===== src/design/uft_regs.svh =====
`ifndef UFT_REGS_SVH
`define UFT_REGS_SVH
`define UFT_ADDR_DATA 4'h0
`define UFT_ADDR_IEN 4'h1
`define UFT_ADDR_IID 4'h2
`define UFT_ADDR_LCR 4'h3
`define UFT_ADDR_LSR 4'h5
`define UFT_ADDR_FBR 4'h9
`define UFT_ADDR_DIV 4'ha
`define UFT_ADDR_GATE 4'hb
`define UFT_IEN_RXF 0
`define UFT_IEN_TXE 1
`define UFT_IEN_LSI 2
`define UFT_IEN_DMAT 4
`define UFT_IEN_DMAR 5
`define UFT_GATE_BIT 5
`define UFT_GATE_RST 16'h0020
`define UFT_DIV_RST 16'h0001
`define UFT_FBR_RST 16'h0800
`define UFT_OVS 5'h10
`define UFT_FRAC_DEN 12'h800
`define UFT_SYNC_CYC 2'h2
`endif


===== src/design/uft_pkg.sv =====
package uft_pkg;
  typedef enum logic [2:0] {
    UFT_IDLE, UFT_START, UFT_DATA, UFT_PAR, UFT_STOP
  } uft_ser_t;
  typedef enum logic [2:0] {
    UFT_ID_NONE = 3'h1, UFT_ID_TXE = 3'h2, UFT_ID_RXF = 3'h4,
    UFT_ID_LINE = 3'h6
  } uft_id_t;
endpackage


===== src/design/uft_uart.sv =====
// Design decisions made here: the register addresses and the address-and-strobe port.
`timescale 1ns/1ps
`include "uft_regs.svh"
// Overview of operation
// (RQ1) five to eight data bits, parity none/even/odd
// (RQ2) transmitter stop of one, 1.5 or two
// (RQ3) rate is clock/(2*16*div)/(M+N/2048)
// (RQ4) div 1..65536, M 1..3, N 0..2047
// (RQ5) start bit plus stop, 7..12 bits
// (RQ6) holding write starts transmit after sync delay
// (RQ7) start bit drives the line low
// (RQ8) move to shift register sets holding empty
// (RQ9) receiver expects exactly one stop bit
// (RQ10) receiver shifts in, buffers, flags full later
// (RQ11) sample at 16x near bit centre
// (RQ12) filter drops pulses under two ticks
// (RQ13) data least significant bit first
// (RQ14) clock gate bit 5, set after reset
// (RQ15) overwrite or re-read not flagged as error
// (RQ16) disable stops clock, transfer abandoned
// (RQ17) software disables only when line quiet
// (RQ18) single shared interrupt, cause register
// (RQ19) interrupt on rx full, errors, break, txe
// (RQ20) no break interrupt in dma use
// (RQ21) separate maskable dma requests
// (RQ22) each direction double buffered
// (RQ23) enabling with condition present interrupts at once
// (RQ24) rx dma enable bit 5, tx bit 4
// (RQ25) new char over unread buffer sets overrun
// (RQ26) framing on low stop, break on low frame
module uft_uart (
  input wire logic clk,
  input wire logic rst,
  input wire logic [3:0] addr,
  input wire logic [15:0] wdata,
  input wire logic wr,
  input wire logic rd,
  output logic [15:0] rdata,
  input wire logic rxd,
  output logic txd,
  output logic irq,
  output logic dma_tx_req,
  output logic dma_rx_req
);
  logic [15:0] ien_reg, ien_next, lcr_reg, lcr_next, fbr_reg, fbr_next;
  logic [15:0] div_reg, div_next, gate_reg, gate_next, rdata_reg, rdata_next;
  logic run;
  // lcr: [1:0] len-5, [2] stop, [3] parity en, [4] even
  logic [2:0] nbits;
  // div register 0 means 65536
  logic [16:0] div_full;
  logic [12:0] frac_acc_reg, frac_acc_next;
  logic [16:0] div_cnt_reg, div_cnt_next;
  logic [1:0] m_cnt_reg, m_cnt_next;
  logic tick;
  always_comb begin
    run = ~gate_reg[`UFT_GATE_BIT]; // [RQ14] [RQ16]
    nbits = {1'b0, lcr_reg[1:0]} + 3'h4; // [RQ1]
    div_full = (div_reg == 16'h0) ? 17'h10000 : {1'b0, div_reg}; // [RQ4]
  end
  // baud tick: div clocks, stretched by M plus fractional carry [RQ3]
  logic extra;
  always_comb begin
    tick = 1'b0;
    div_cnt_next = div_cnt_reg;
    m_cnt_next = m_cnt_reg;
    frac_acc_next = frac_acc_reg;
    extra = frac_acc_reg >= {1'b0, `UFT_FRAC_DEN};
    if (run) begin
      if (div_cnt_reg + 17'h1 >= div_full) begin
        div_cnt_next = 17'h0;
        if ({1'b0, m_cnt_reg} + 3'h1 >=
          {1'b0, fbr_reg[12:11]} + {2'h0, extra}) begin
          m_cnt_next = 2'h0;
          tick = 1'b1;
          frac_acc_next = (extra ? frac_acc_reg - {1'b0, `UFT_FRAC_DEN}
            : frac_acc_reg) + {2'h0, fbr_reg[10:0]}; // [RQ4]
        end else begin
          m_cnt_next = m_cnt_reg + 2'h1;
        end
      end else begin
        div_cnt_next = div_cnt_reg + 17'h1;
      end
    end
  end
  // the factor 2 is folded as a half-rate toggle
  logic half_reg, half_next, stick;
  always_comb begin
    half_next = tick ? ~half_reg : half_reg;
    stick = tick & half_reg;
  end
  // rx sync and glitch filter [RQ12]
  logic rx_s1_reg, rx_s2_reg, rxf_reg, rxf_next;
  logic [1:0] flt_reg, flt_next;
  always_comb begin
    flt_next = flt_reg;
    rxf_next = rxf_reg;
    if (stick) begin
      if (rx_s2_reg == rxf_reg) flt_next = 2'h0;
      else if (flt_reg == 2'h1) begin
        rxf_next = rx_s2_reg;
        flt_next = 2'h0;
      end else flt_next = flt_reg + 2'h1;
    end
  end
  // transmitter
  uft_pkg::uft_ser_t tx_st_reg, tx_st_next;
  logic [7:0] thr_reg, thr_next, tsr_reg, tsr_next;
  logic thr_full_reg, thr_full_next, tpar_reg, tpar_next, txd_next;
  logic [1:0] tsync_reg, tsync_next;
  logic [4:0] tph_reg, tph_next;
  logic [2:0] tbit_reg, tbit_next;
  logic [5:0] tstop_len;
  logic wr_data;
  always_comb begin
    wr_data = wr & addr == `UFT_ADDR_DATA;
    tstop_len = ~lcr_reg[2] ? 6'h10 : (lcr_reg[1:0] == 2'h0 ? 6'h18 : 6'h20);
    tx_st_next = tx_st_reg;
    thr_next = thr_reg;
    thr_full_next = thr_full_reg;
    tsr_next = tsr_reg;
    tpar_next = tpar_reg;
    tsync_next = tsync_reg;
    tph_next = tph_reg;
    tbit_next = tbit_reg;
    txd_next = txd;
    if (wr_data) begin
      thr_next = wdata[7:0]; // [RQ15] overwrite, no error
      thr_full_next = 1'b1; // [RQ6]
      tsync_next = `UFT_SYNC_CYC;
    end else if (tsync_reg != 2'h0) tsync_next = tsync_reg - 2'h1;
    if (stick) begin
      tph_next = tph_reg + 5'h1;
      unique case (tx_st_reg)
        uft_pkg::UFT_IDLE: begin
          txd_next = 1'b1;
          if (thr_full_reg & tsync_reg == 2'h0 & ~wr_data) begin
            tsr_next = thr_reg; // [RQ22]
            thr_full_next = 1'b0; // [RQ8]
            tpar_next = ~lcr_reg[4];
            tph_next = 5'h0;
            txd_next = 1'b0; // [RQ7]
            tx_st_next = uft_pkg::UFT_START;
          end
        end
        uft_pkg::UFT_START: if (tph_reg == 5'hf) begin
          tph_next = 5'h0;
          tbit_next = 3'h0;
          txd_next = tsr_reg[0]; // [RQ13]
          tx_st_next = uft_pkg::UFT_DATA;
        end
        uft_pkg::UFT_DATA: if (tph_reg == 5'hf) begin
          tph_next = 5'h0;
          tpar_next = tpar_reg ^ tsr_reg[0];
          tsr_next = {1'b0, tsr_reg[7:1]};
          tbit_next = tbit_reg + 3'h1;
          if (tbit_reg == nbits) begin
            tx_st_next = lcr_reg[3] ? uft_pkg::UFT_PAR : uft_pkg::UFT_STOP;
            txd_next = lcr_reg[3] ? tpar_reg ^ tsr_reg[0] : 1'b1;
          end else txd_next = tsr_reg[1];
        end
        uft_pkg::UFT_PAR: if (tph_reg == 5'hf) begin
          tph_next = 5'h0;
          txd_next = 1'b1;
          tx_st_next = uft_pkg::UFT_STOP;
        end
        uft_pkg::UFT_STOP: if ({1'b0, tph_reg} + 6'h1 >= tstop_len) begin
          tx_st_next = uft_pkg::UFT_IDLE; // [RQ2] [RQ5]
        end
        default: tx_st_next = uft_pkg::UFT_IDLE;
      endcase
    end
  end
  // receiver, one stop bit always [RQ9]
  uft_pkg::uft_ser_t rx_st_reg, rx_st_next;
  logic [7:0] rsr_reg, rsr_next, rbr_reg, rbr_next;
  logic [3:0] rph_reg, rph_next;
  logic [2:0] rbit_reg, rbit_next;
  logic rpar_reg, rpar_next, rlow_reg, rlow_next;
  logic rfull_reg, rfull_next, ovr_reg, ovr_next, pe_reg, pe_next;
  logic fe_reg, fe_next, bi_reg, bi_next;
  logic [1:0] rsync_reg, rsync_next;
  logic rd_data, rd_lsr, mid;
  always_comb begin
    rd_data = rd & addr == `UFT_ADDR_DATA;
    rd_lsr = rd & addr == `UFT_ADDR_LSR;
    mid = stick & rph_reg == 4'hf; // [RQ11]
    rx_st_next = rx_st_reg;
    rsr_next = rsr_reg;
    rbr_next = rbr_reg;
    rph_next = stick ? rph_reg + 4'h1 : rph_reg;
    rbit_next = rbit_reg;
    rpar_next = rpar_reg;
    rlow_next = rlow_reg;
    rfull_next = rfull_reg;
    rsync_next = rsync_reg != 2'h0 ? rsync_reg - 2'h1 : 2'h0;
    ovr_next = rd_lsr ? 1'b0 : ovr_reg;
    pe_next = rd_lsr ? 1'b0 : pe_reg;
    fe_next = rd_lsr ? 1'b0 : fe_reg;
    bi_next = rd_lsr ? 1'b0 : bi_reg;
    if (rd_data) rfull_next = 1'b0; // [RQ15] re-read keeps old word
    if (rsync_reg == 2'h1) rfull_next = 1'b1; // [RQ10]
    unique case (rx_st_reg)
      uft_pkg::UFT_IDLE: if (stick & ~rxf_reg) begin
        rph_next = 4'h8;
        rx_st_next = uft_pkg::UFT_START;
      end
      uft_pkg::UFT_START: if (mid) begin
        rbit_next = 3'h0;
        rpar_next = ~lcr_reg[4];
        rlow_next = 1'b1;
        rsr_next = 8'h0;
        rx_st_next = rxf_reg ? uft_pkg::UFT_IDLE : uft_pkg::UFT_DATA;
      end
      uft_pkg::UFT_DATA: if (mid) begin
        rsr_next = {rxf_reg, rsr_reg[7:1]}; // [RQ13]
        rpar_next = rpar_reg ^ rxf_reg;
        rlow_next = rlow_reg & ~rxf_reg;
        rbit_next = rbit_reg + 3'h1;
        if (rbit_reg == nbits)
          rx_st_next = lcr_reg[3] ? uft_pkg::UFT_PAR : uft_pkg::UFT_STOP;
      end
      uft_pkg::UFT_PAR: if (mid) begin
        rpar_next = rpar_reg ^ rxf_reg;
        rlow_next = rlow_reg & ~rxf_reg;
        rx_st_next = uft_pkg::UFT_STOP;
      end
      uft_pkg::UFT_STOP: if (mid) begin
        rbr_next = rsr_reg >> (3'h3 - lcr_reg[1:0]); // [RQ22]
        if (rfull_reg & ~rd_data) ovr_next = 1'b1; // [RQ25]
        if (lcr_reg[3] & rpar_reg) pe_next = 1'b1;
        if (~rxf_reg) fe_next = 1'b1; // [RQ26]
        if (rlow_reg & ~rxf_reg) bi_next = 1'b1; // [RQ26]
        rfull_next = rfull_reg & ~rd_data;
        rsync_next = `UFT_SYNC_CYC; // [RQ10]
        rx_st_next = uft_pkg::UFT_IDLE;
      end
      default: rx_st_next = uft_pkg::UFT_IDLE;
    endcase
  end
  // interrupt and dma [RQ18] [RQ19] [RQ20] [RQ21] [RQ23] [RQ24]
  logic dma_on, line_irq, txe_irq, rxf_irq;
  uft_pkg::uft_id_t iid;
  always_comb begin
    dma_on = ien_reg[`UFT_IEN_DMAT] | ien_reg[`UFT_IEN_DMAR];
    line_irq = ien_reg[`UFT_IEN_LSI] &
      (ovr_reg | pe_reg | fe_reg | (bi_reg & ~dma_on)); // [RQ20]
    rxf_irq = ien_reg[`UFT_IEN_RXF] & rfull_reg; // [RQ23]
    txe_irq = ien_reg[`UFT_IEN_TXE] & ~thr_full_reg; // [RQ23]
    iid = line_irq ? uft_pkg::UFT_ID_LINE : rxf_irq ? uft_pkg::UFT_ID_RXF :
      txe_irq ? uft_pkg::UFT_ID_TXE : uft_pkg::UFT_ID_NONE;
    irq = line_irq | rxf_irq | txe_irq;
    dma_tx_req = ien_reg[`UFT_IEN_DMAT] & ~thr_full_reg & run;
    dma_rx_req = ien_reg[`UFT_IEN_DMAR] & rfull_reg & run;
  end
  // registers
  always_comb begin
    ien_next = ien_reg;
    lcr_next = lcr_reg;
    fbr_next = fbr_reg;
    div_next = div_reg;
    gate_next = gate_reg;
    if (wr) begin
      unique case (addr)
        `UFT_ADDR_IEN: ien_next = {10'h0, wdata[5:0]};
        `UFT_ADDR_LCR: lcr_next = {11'h0, wdata[4:0]};
        `UFT_ADDR_FBR: fbr_next = wdata[12:11] == 2'h0 ?
          {3'h0, 2'h1, wdata[10:0]} : {3'h0, wdata[12:0]}; // [RQ4]
        `UFT_ADDR_DIV: div_next = wdata;
        `UFT_ADDR_GATE: gate_next = wdata & `UFT_GATE_RST;
        default: ;
      endcase
    end
    rdata_next = 16'h0;
    if (rd) begin
      unique case (addr)
        `UFT_ADDR_DATA: rdata_next = {8'h0, rbr_reg};
        `UFT_ADDR_IEN: rdata_next = ien_reg;
        `UFT_ADDR_IID: rdata_next = {13'h0, iid};
        `UFT_ADDR_LCR: rdata_next = lcr_reg;
        `UFT_ADDR_LSR: rdata_next = {9'h0, tx_st_reg == uft_pkg::UFT_IDLE &
          ~thr_full_reg, ~thr_full_reg, bi_reg, fe_reg, pe_reg, ovr_reg,
          rfull_reg};
        `UFT_ADDR_FBR: rdata_next = fbr_reg;
        `UFT_ADDR_DIV: rdata_next = div_reg;
        `UFT_ADDR_GATE: rdata_next = gate_reg;
        default: rdata_next = 16'h0;
      endcase
    end
    rdata = rdata_reg;
  end
  // serial state freezes while gated [RQ16]
  always_ff @(posedge clk) begin
    rx_s1_reg <= rxd;
    rx_s2_reg <= rx_s1_reg;
    rdata_reg <= rst ? 16'h0 : rdata_next;
    if (rst) begin
      ien_reg <= 16'h0;
      lcr_reg <= 16'h0;
      fbr_reg <= `UFT_FBR_RST;
      div_reg <= `UFT_DIV_RST;
      gate_reg <= `UFT_GATE_RST;
      div_cnt_reg <= 17'h0;
      m_cnt_reg <= 2'h0;
      frac_acc_reg <= 13'h0;
      half_reg <= 1'b0;
      flt_reg <= 2'h0;
      rxf_reg <= 1'b1;
      tx_st_reg <= uft_pkg::UFT_IDLE;
      thr_reg <= 8'h0;
      thr_full_reg <= 1'b0;
      tsr_reg <= 8'h0;
      tpar_reg <= 1'b0;
      tsync_reg <= 2'h0;
      tph_reg <= 5'h0;
      tbit_reg <= 3'h0;
      txd <= 1'b1;
      rx_st_reg <= uft_pkg::UFT_IDLE;
      {rsr_reg, rbr_reg, rph_reg, rbit_reg} <= 23'h0;
      {rpar_reg, rlow_reg, rfull_reg, ovr_reg} <= 4'h0;
      {pe_reg, fe_reg, bi_reg, rsync_reg} <= 5'h0;
    end else begin
      ien_reg <= ien_next;
      lcr_reg <= lcr_next;
      fbr_reg <= fbr_next;
      div_reg <= div_next;
      gate_reg <= gate_next;
      div_cnt_reg <= div_cnt_next;
      m_cnt_reg <= m_cnt_next;
      frac_acc_reg <= frac_acc_next;
      half_reg <= half_next;
      flt_reg <= flt_next;
      rxf_reg <= rxf_next;
      tx_st_reg <= tx_st_next;
      thr_reg <= thr_next;
      thr_full_reg <= thr_full_next;
      tsr_reg <= tsr_next;
      tpar_reg <= tpar_next;
      tsync_reg <= tsync_next;
      tph_reg <= tph_next;
      tbit_reg <= tbit_next;
      txd <= txd_next;
      rx_st_reg <= rx_st_next;
      {rsr_reg, rbr_reg, rph_reg, rbit_reg} <=
        {rsr_next, rbr_next, rph_next, rbit_next};
      {rpar_reg, rlow_reg, rfull_reg, ovr_reg} <=
        {rpar_next, rlow_next, rfull_next, ovr_next};
      {pe_reg, fe_reg, bi_reg, rsync_reg} <=
        {pe_next, fe_next, bi_next, rsync_next};
    end
  end
  chk_gate_reset: assert property (@(posedge clk) // [RQ14]
    $fell(rst) |-> gate_reg[`UFT_GATE_BIT]) else $error("gate not set");
  chk_start_low: assert property (@(posedge clk) disable iff (rst) // [RQ7]
    tx_st_reg == uft_pkg::UFT_START |-> ~txd) else $error("start not low");
  chk_tx_empty: assert property (@(posedge clk) disable iff (rst) // [RQ8]
    $rose(tx_st_reg == uft_pkg::UFT_START) |-> ~thr_full_reg)
    else $error("holding not empty");
  chk_txe_irq: assert property (@(posedge clk) disable iff (rst) // [RQ23]
    ien_reg[`UFT_IEN_TXE] & ~thr_full_reg |-> irq) else $error("txe irq");
  chk_rx_irq: assert property (@(posedge clk) disable iff (rst) // [RQ23]
    ien_reg[`UFT_IEN_RXF] & rfull_reg |-> irq) else $error("rxf irq");
  chk_dma_mask: assert property (@(posedge clk) disable iff (rst) // [RQ24]
    ~ien_reg[`UFT_IEN_DMAR] |-> ~dma_rx_req) else $error("rx dma leak");
  chk_no_break: assert property (@(posedge clk) disable iff (rst) // [RQ20]
    dma_on & ~ovr_reg & ~pe_reg & ~fe_reg & ~rfull_reg & thr_full_reg
    |-> ~irq) else $error("break irq in dma");
  chk_rx_full: assert property (@(posedge clk) disable iff (rst) // [RQ10]
    rx_st_reg == uft_pkg::UFT_STOP & mid & ~rd_data |-> ##3 rfull_reg)
    else $error("rx full late");
  chk_gated_hold: assert property (@(posedge clk) disable iff (rst) // [RQ16]
    ~run |-> ~tick) else $error("tick while gated");
endmodule


===== config.mk =====
export PLATFORM = sky130hd
export DESIGN_NAME = uft_uart
export DESIGN_NICKNAME = d
export VERILOG_FILES = /design/src/design/uft_pkg.sv /design/src/design/uft_uart.sv
export VERILOG_INCLUDE_DIRS = /design/src /design/src/design
export SDC_FILE = /design/constraint.sdc
export NUM_CORES = 1
export LEC_CHECK = 0
export ABC_AREA = 1
export BUFFER_PORTS_ARGS = -buffer_cell sky130_fd_sc_hd__buf_2
export CORE_UTILIZATION = 60
export CTS_CLUSTER_SIZE = 12
export DETAILED_ROUTE_END_ITERATION = 8
export GPL_TIMING_DRIVEN = 0
export PLACE_DENSITY = 0.79
export SLEW_MARGIN = 20
export SYNTH_ARGS = -nofsm -noshare
export SYNTH_HDL_FRONTEND = slang
export SYNTH_SLANG_ARGS = --single-unit

===== constraint.sdc =====
create_clock -name clk -period 6.3 [get_ports clk]
set_clock_uncertainty 0.15 [all_clocks]
set_input_delay 0.315 -clock clk [delete_from_list [all_inputs] [get_ports clk]]
set_output_delay 0.315 -clock clk [all_outputs]
set_load 0.005 [all_outputs]

# After elaboration in Yosys (flattened, before gate mapping)
# Cells that the tools add are included.
[word_totals]
inputBits = 25
ff_bits = 165
out_inout_bits = 20
word_cells = 260
[op_classes]
order_cmp = 4
shift = 1
n_addsub = 16
bitwise_logic = 38
muxes = 94
n_eq_ne = 35
reduce_logical = 35
[ops]
columns = ["cell", "n"]
rows = [
  ["case mux 16 bit (8 select lines)", 1],
  ["2-to-1 mux 3 bit", 18],
  ["2-to-1 mux 1 bit", 39],
  ["2-to-1 mux 17 bit", 2],
  ["2-to-1 mux 8 bit", 4],
  ["case mux 8 bit (2 select lines)", 2],
  ["case mux 3 bit (5 select lines)", 2],
  ["2-to-1 mux 13 bit", 2],
  ["inequality test 2 bit (second input constant)", 12],
  ["bitwise AND 1 bit", 20],
  ["2-to-1 mux 2 bit", 10],
  ["adder 17 x 1 -> 17 bit (second input constant)", 1],
  [">= comparator 17 bit", 1],
  ["== test 4 bit (second input constant)", 4],
  ["logical NOT 16 bit", 1],
  ["AND reduction 2 bit", 7],
  ["nonzero test 2 bit", 7],
  ["adder 13 x 11 -> 13 bit", 1],
  [">= comparator 13 x 12 -> 1 bit (second input constant)", 1],
  ["subtractor 13 x 12 -> 13 bit (second input constant)", 1],
  ["== test 3 x 2 -> 1 bit (second input constant)", 4],
  ["2-to-1 mux 4 bit", 3],
  ["2-to-1 mux 6 bit", 2],
  ["case mux 3 bit (2 select lines)", 2],
  ["other kinds (41)", 76],
]

# Logic depth before layout (Yosys ltp)
[depth]
word_depth = 10
mapped_depth = 24

# Worst setup path after synthesis
# No wires, ideal clock.
[synth_path]
path_type = "reg-to-reg"
start = "register div_cnt_reg[0]"
end = "register pe_reg"
synth_period_minus_slack_ps = 3273
t_arrival_ps = 3053
t_required_ps = 6080
setup_slack_ps = 3027
stages_incl_launch_ff = 24
setup_time_ps = 70
path_cell_list = "dfxtp_1 -> ha_1 -> nand2_1 -> nor2_2 -> nand2_1 -> nor3b_2 -> nand3_2 -> nor2_2 -> nand4_1 -> xnor2_1 -> ha_1 -> nand2_1 -> inv_2 -> nand3_1 -> nor3_1 -> nand2_1 -> nand2_2 -> nand4_4 -> nor2_4 -> nand2_4 -> clkinv_4 -> buf_6 -> nand3_1 -> a21oi_1"
[synth_via]
elab_chain_len = 8
[synth_rtl]
columns = ["item", "line", "rtl"]
rows = [
  ["from (decl)", "uft_uart.sv:53", "logic [16:0] div_cnt_reg, div_cnt_next;"],
  ["from (signal assigned)", "uft_uart.sv:328", "div_cnt_reg <= div_cnt_next;"],
  ["adder 17 x 1 -> 17 bit", "uft_uart.sv:70", "if (div_cnt_reg + 17'h1 >= div_full) begin"],
  [">= comparator 17 bit", "uft_uart.sv:70", ""],
  ["2-to-1 mux 1 bit", "uft_uart.sv:70", ""],
  ["2-to-1 mux 1 bit", "uft_uart.sv:69", "if (run) begin"],
  ["bitwise AND 1 bit", "uft_uart.sv:90", "stick = tick & half_reg;"],
  ["bitwise AND 1 bit", "uft_uart.sv:187", "mid = stick & rph_reg == 4'hf;"],
  ["2-to-1 mux 1 bit", "uft_uart.sv:228", "uft_pkg::UFT_STOP: if (mid) begin"],
  ["2-to-1 mux 1 bit", "uft_uart.sv:203", "unique case (rx_st_reg)"],
  ["to (signal assigned)", "uft_uart.sv:348", "{pe_reg, fe_reg, bi_reg, rsync_reg} <="],
  ["to (decl)", "uft_uart.sv:180", "logic rfull_reg, rfull_next, ovr_reg, ovr_next, pe_reg, pe_next;"],
]
# No other way between the ends.
# A chain may end at the register's enable or synchronous reset.

# Worst setup path after layout
[layout_path]
start = "register div_cnt_reg[0]"
end = "register tph_reg[3]"
[layout_via]
elab_chain_len = 5
[layout_rtl]
columns = ["item", "line", "rtl"]
rows = [
  ["adder 17 x 1 -> 17 bit", "uft_uart.sv:70", ""],
  [">= comparator 17 bit", "uft_uart.sv:70", ""],
  ["2-to-1 mux 1 bit", "uft_uart.sv:70", ""],
  ["2-to-1 mux 1 bit", "uft_uart.sv:69", ""],
  ["bitwise AND 1 bit", "uft_uart.sv:90", ""],
  ["to (signal assigned)", "uft_uart.sv:340", "tph_reg <= tph_next;"],
  ["to (decl)", "uft_uart.sv:111", "logic [4:0] tph_reg, tph_next;"],
]
# No other way between the ends.

==> results.py <==
metrics = {
    "critical_path": {
        "crit_path_frequent_cell": "nand2_1",
        "cpMaxStageDelayCell": "clkbuf_1",
        "reg2reg_to": "tph_reg[3]",
        "cp_data_required_time_ns": 6.51,
        "cp.buffers_inverters": 2,
        "rr_worst_depth": 20,
        "worstPathCellList": "ha_1, nand2_1, nor2_2, nand2_1, nor3b_2, nand3_2, nor2_2, nand4_1, xnor2_1, ha_1, nand2_1, inv_2, o21ai_0, nand2_1, nor2_1, nand2_2, nand4_4, clkbuf_1, nand2_1, o21ai_0",
        "cp_max_fo": 10,
        "start_kind": "register",
        "reg2reg_slack_ns": 2.30,
        "arrival_ns": 4.21,
        "max_stage_delay_ns": 0.47,
        "path_class": "reg2reg",
        "cp-end-kind": "register",
        "r2r-start": "div_cnt_reg[0]",
        "cp_top_family": "simple AND/OR/NAND/NOR gates",
    },
    "floorplan": {
        "start_util_pct": 61.9,
        "die-area_mm2": 0.0142,
        "num_rows": 42,
        "die_x_um": 119,
        "ioPinCount": 45,
        "die_y_um": 119,
        "core_mm2": 0.0133,
    },
    "clocking": {
        "post_cts.resized_instances": 0,
        "clkLatencyLatePin_ns": 0.43,
        "cts_tree": "done",
        "holdBufCountCts": 4,
        "cts_root_buf": "clkbuf_16",
        "cts_buffer_depth": 2,
        "cts_setup_buffers": 0,
        "cts.sinks": 162,
        "clkSlewWorstSetupHoldPaths_ns": 0.06,
        "htreeDepth": 4,
        "numCtsBuffers": 17,
    },
    "synthesis": {
        "synth_warnings": 0,
        "synth_top_area_cell": "dfxtp_1",
        "synth.most_common_cell": "nand2_1",
        "synth_seq_cells": 162,
        "synth_cell_types": 53,
        "synth_edf_count": 0,
        "synthArstFlopShare_pct": 0,
        "syn_area_mm2": 0.00823,
        "synth_common_cells": "nand2_1 (207), dfxtp_1 (162), a21oi_1 (136), inv_1 (118), nor2_1 (111)",
        "syn_avg_cell_area_um2": 7.26,
        "syn_inst": 1133,
        "synthFlopType": "dfxtp_1",
        "synthTopCellsByArea": "dfxtp_1 (39%), nand2_1 (9.4%), a21oi_1 (8.3%)",
        "synth_top_area_share_pct": 39.4,
        "seq_area_frac_synth_pct": 39.4,
        "synth_nets": 1205,
    },
    "timing": {
        "timing.fmax_mhz": 250,
        "hold_viol": 0,
        "slew_violations": 0,
        "rsz0062_at_grt": "no",
        "tightest_slew_ns": 0.889,
        "setup_viol": 0,
        "max-slew-margin-rel_pct": 40.8,
        "fin_setup_tns_ns": 0,
        "min_period_ns": 4.00,
        "fin_crit_sh_pct": 63.5,
    },
    "power": {
        "p_sw_share_pct": 22.2,
        "p_int_w": 0.00184,
        "p_clk_share_pct": 50.5,
        "switchingPower_w": 0.000525,
        "vdd_drop_max_mv": 0.196,
        "pwr-share-seq_pct": 44.1,
        "p_leak_nw": 3.87,
        "pwr-share-comb_pct": 5.4,
        "power_density_mw_per_mm2": 252,
    },
    "final_layout": {
        "largest_reg_flops": 17,
        "final_area_mm2": 0.00938,
        "drive_gt1_share_pct": 8.34,
        "syn2layout_area_growth_pct": 14.0,
        "nets": 1270,
        "diodes": 0,
        "fill_cells": 1071,
    },
    "grt": {
        "grt_first_pass_wirelength_mm": 36.4,
        "grtUsageTotal_pct": 32.9,
        "overflow": 0,
        "grt_pass1_vias": 7366,
        "antenna_found_initial": 0,
        "grt_max_degree": 17,
    },
    "placed_design": {
        "post-dp-hpwl_mm": 16.2,
        "place.gp.congestion": 0.993,
        "port_buffers": 42,
        "postPlaceCellArea_mm2": 0.00866,
    },
    "routing": {
        "drtPass1Iterations": 6,
        "vias_per_cell": 5.75,
        "drtIter0Drc": 851,
        "wirelength_mm": 22.6,
        "drc": 0,
        "post_drt_wl_per_cell_um": 16.3,
        "postRouteAntennaNets": 0,
        "detailroute.via_count": 7971,
    },
    "run": {
        "drv_cap": 0,
    },
    "run_status": {
        "status": "complete, no violations",
    },
    "min_path": {
        "hold_class": "in2reg",
        "hold_start": "wdata[12]",
        "min_to": "fbr_reg[12]",
        "hold_depth": 3,
    },
}
==> cell type report <==
type / count / area (um^2) / share of cell area, %
Multi-Input combinational cell: 802 / 4330 / 46.1
Sequential cell: 162 / 3240 / 34.6
Inverter: 126 / 478 / 5.09
Clock buffer: 19 / 453 / 4.83
Timing Repair Buffer: 46 / 250 / 2.67
Clock inverter: 13 / 230 / 2.45
Tap cell: 176 / 220 / 2.35
Buffer: 43 / 180 / 1.92
==> placed cells by master (no fill, tap or decap), types with 6 or more instances in the layout <==
cell,instances
xor2_1,22
nor3_1,16
nand3_1,61
ha_1,46
nand2_1,207
a21oi_1,136
nor2_1,111
dfxtp_1,162
bufinv_16,6
o21ai_0,99
clkbuf_1,36
buf_2,45
o22ai_1,7
clkbuf_16,17
inv_1,118
nor4_1,8
nand4_1,14
xnor2_1,11
==> through the flow <==
step                std cells  worst slack (ns)  total power, W  hold slack (ns)  utilization [%]
floorplan                1133              3.03         0.00114            0.160                -
global placement         1351              2.37         0.00118            0.163             65.1
detailed placement       1351              2.36         0.00119            0.171             65.1
CTS                      1387              2.31         0.00236          0.00601             70.6
global route             1387              1.85         0.00243           0.0298             70.6
finish                   1387              2.30         0.00236           0.0133             70.6
==> power groups by stage <==
| stage | Combinational [W] | Clock [W] | Sequential, W |
|---|---|---|---|
| final | 0.000128 | 0.00119 | 0.00104 |
| after floorplan | 0.0000753 | 0 | 0.00106 |
| after global routing | 0.000139 | 0.00125 | 0.00104 |
| after global placement | 0.000119 | 0 | 0.00107 |
| after CTS | 0.000124 | 0.00120 | 0.00104 |
| after detailed placement | 0.000121 | 0 | 0.00107 |
==> worst max-delay path by stage <==
stage	from	endpoint	cells past startpoint	slack, ns
3_5_place_dp	div_cnt_reg[0]	frac_acc_reg[7]	24	2.36
2_1_floorplan	div_cnt_reg[0]	pe_reg	23	3.03
5_1_grt	div_cnt_reg[0]	frac_acc_reg[7]	24	1.85
3_3_place_gp	div_cnt_reg[0]	tph_reg[3]	20	2.37
6_report	div_cnt_reg[0]	tph_reg[3]	20	2.30
4_1_cts	div_cnt_reg[0]	tph_reg[3]	20	2.31
==> worst register-to-register path, cell delays in order (launching register included) <==
cell and delay [ns]:
dfxtp_1 0.40, ha_1 0.21, nand2_1 0.07, nor2_2 0.14, nand2_1 0.08, nor3b_2 0.25, nand3_2 0.13, nor2_2 0.16
nand4_1 0.13, xnor2_1 0.24, ha_1 0.28, nand2_1 0.09, inv_2 0.04, o21ai_0 0.06, nand2_1 0.07, nor2_1 0.14
nand2_2 0.12, nand4_4 0.20, clkbuf_1 0.48, nand2_1 0.27, o21ai_0 0.22
==> cell families (layout without fill, tap and decap cells) <==
| family | Yosys count | count (layout) | synth area share, % |
|---|---|---|---|
| compound gates | 280 | 280 | 18.3 |
| mux | 1 | 1 | 0.122 |
| buf+inv | 169 | 247 | 8.00 |
| fa+ha+maj | 47 | 47 | 7.24 |
| flops | 162 | 162 | 39.4 |
| xor+xnor | 33 | 33 | 3.51 |
| simple gates | 441 | 441 | 23.4 |
==> layer usage <==
| layer | global-route usage (%) | vias to the layer above | wire (um) |
|---|---|---|---|
| met5 | 0 | - | 0 |
| met4 | 12.7 | 0 | 745 |
| met3 | 7.95 | 63 | 1920 |
| met2 | 54.2 | 357 | 10500 |
| met1 | 41.2 | 3630 | 9430 |
| li1 | - | 3921 | - |
Note: power is estimated with default switching activity, not from simulation.
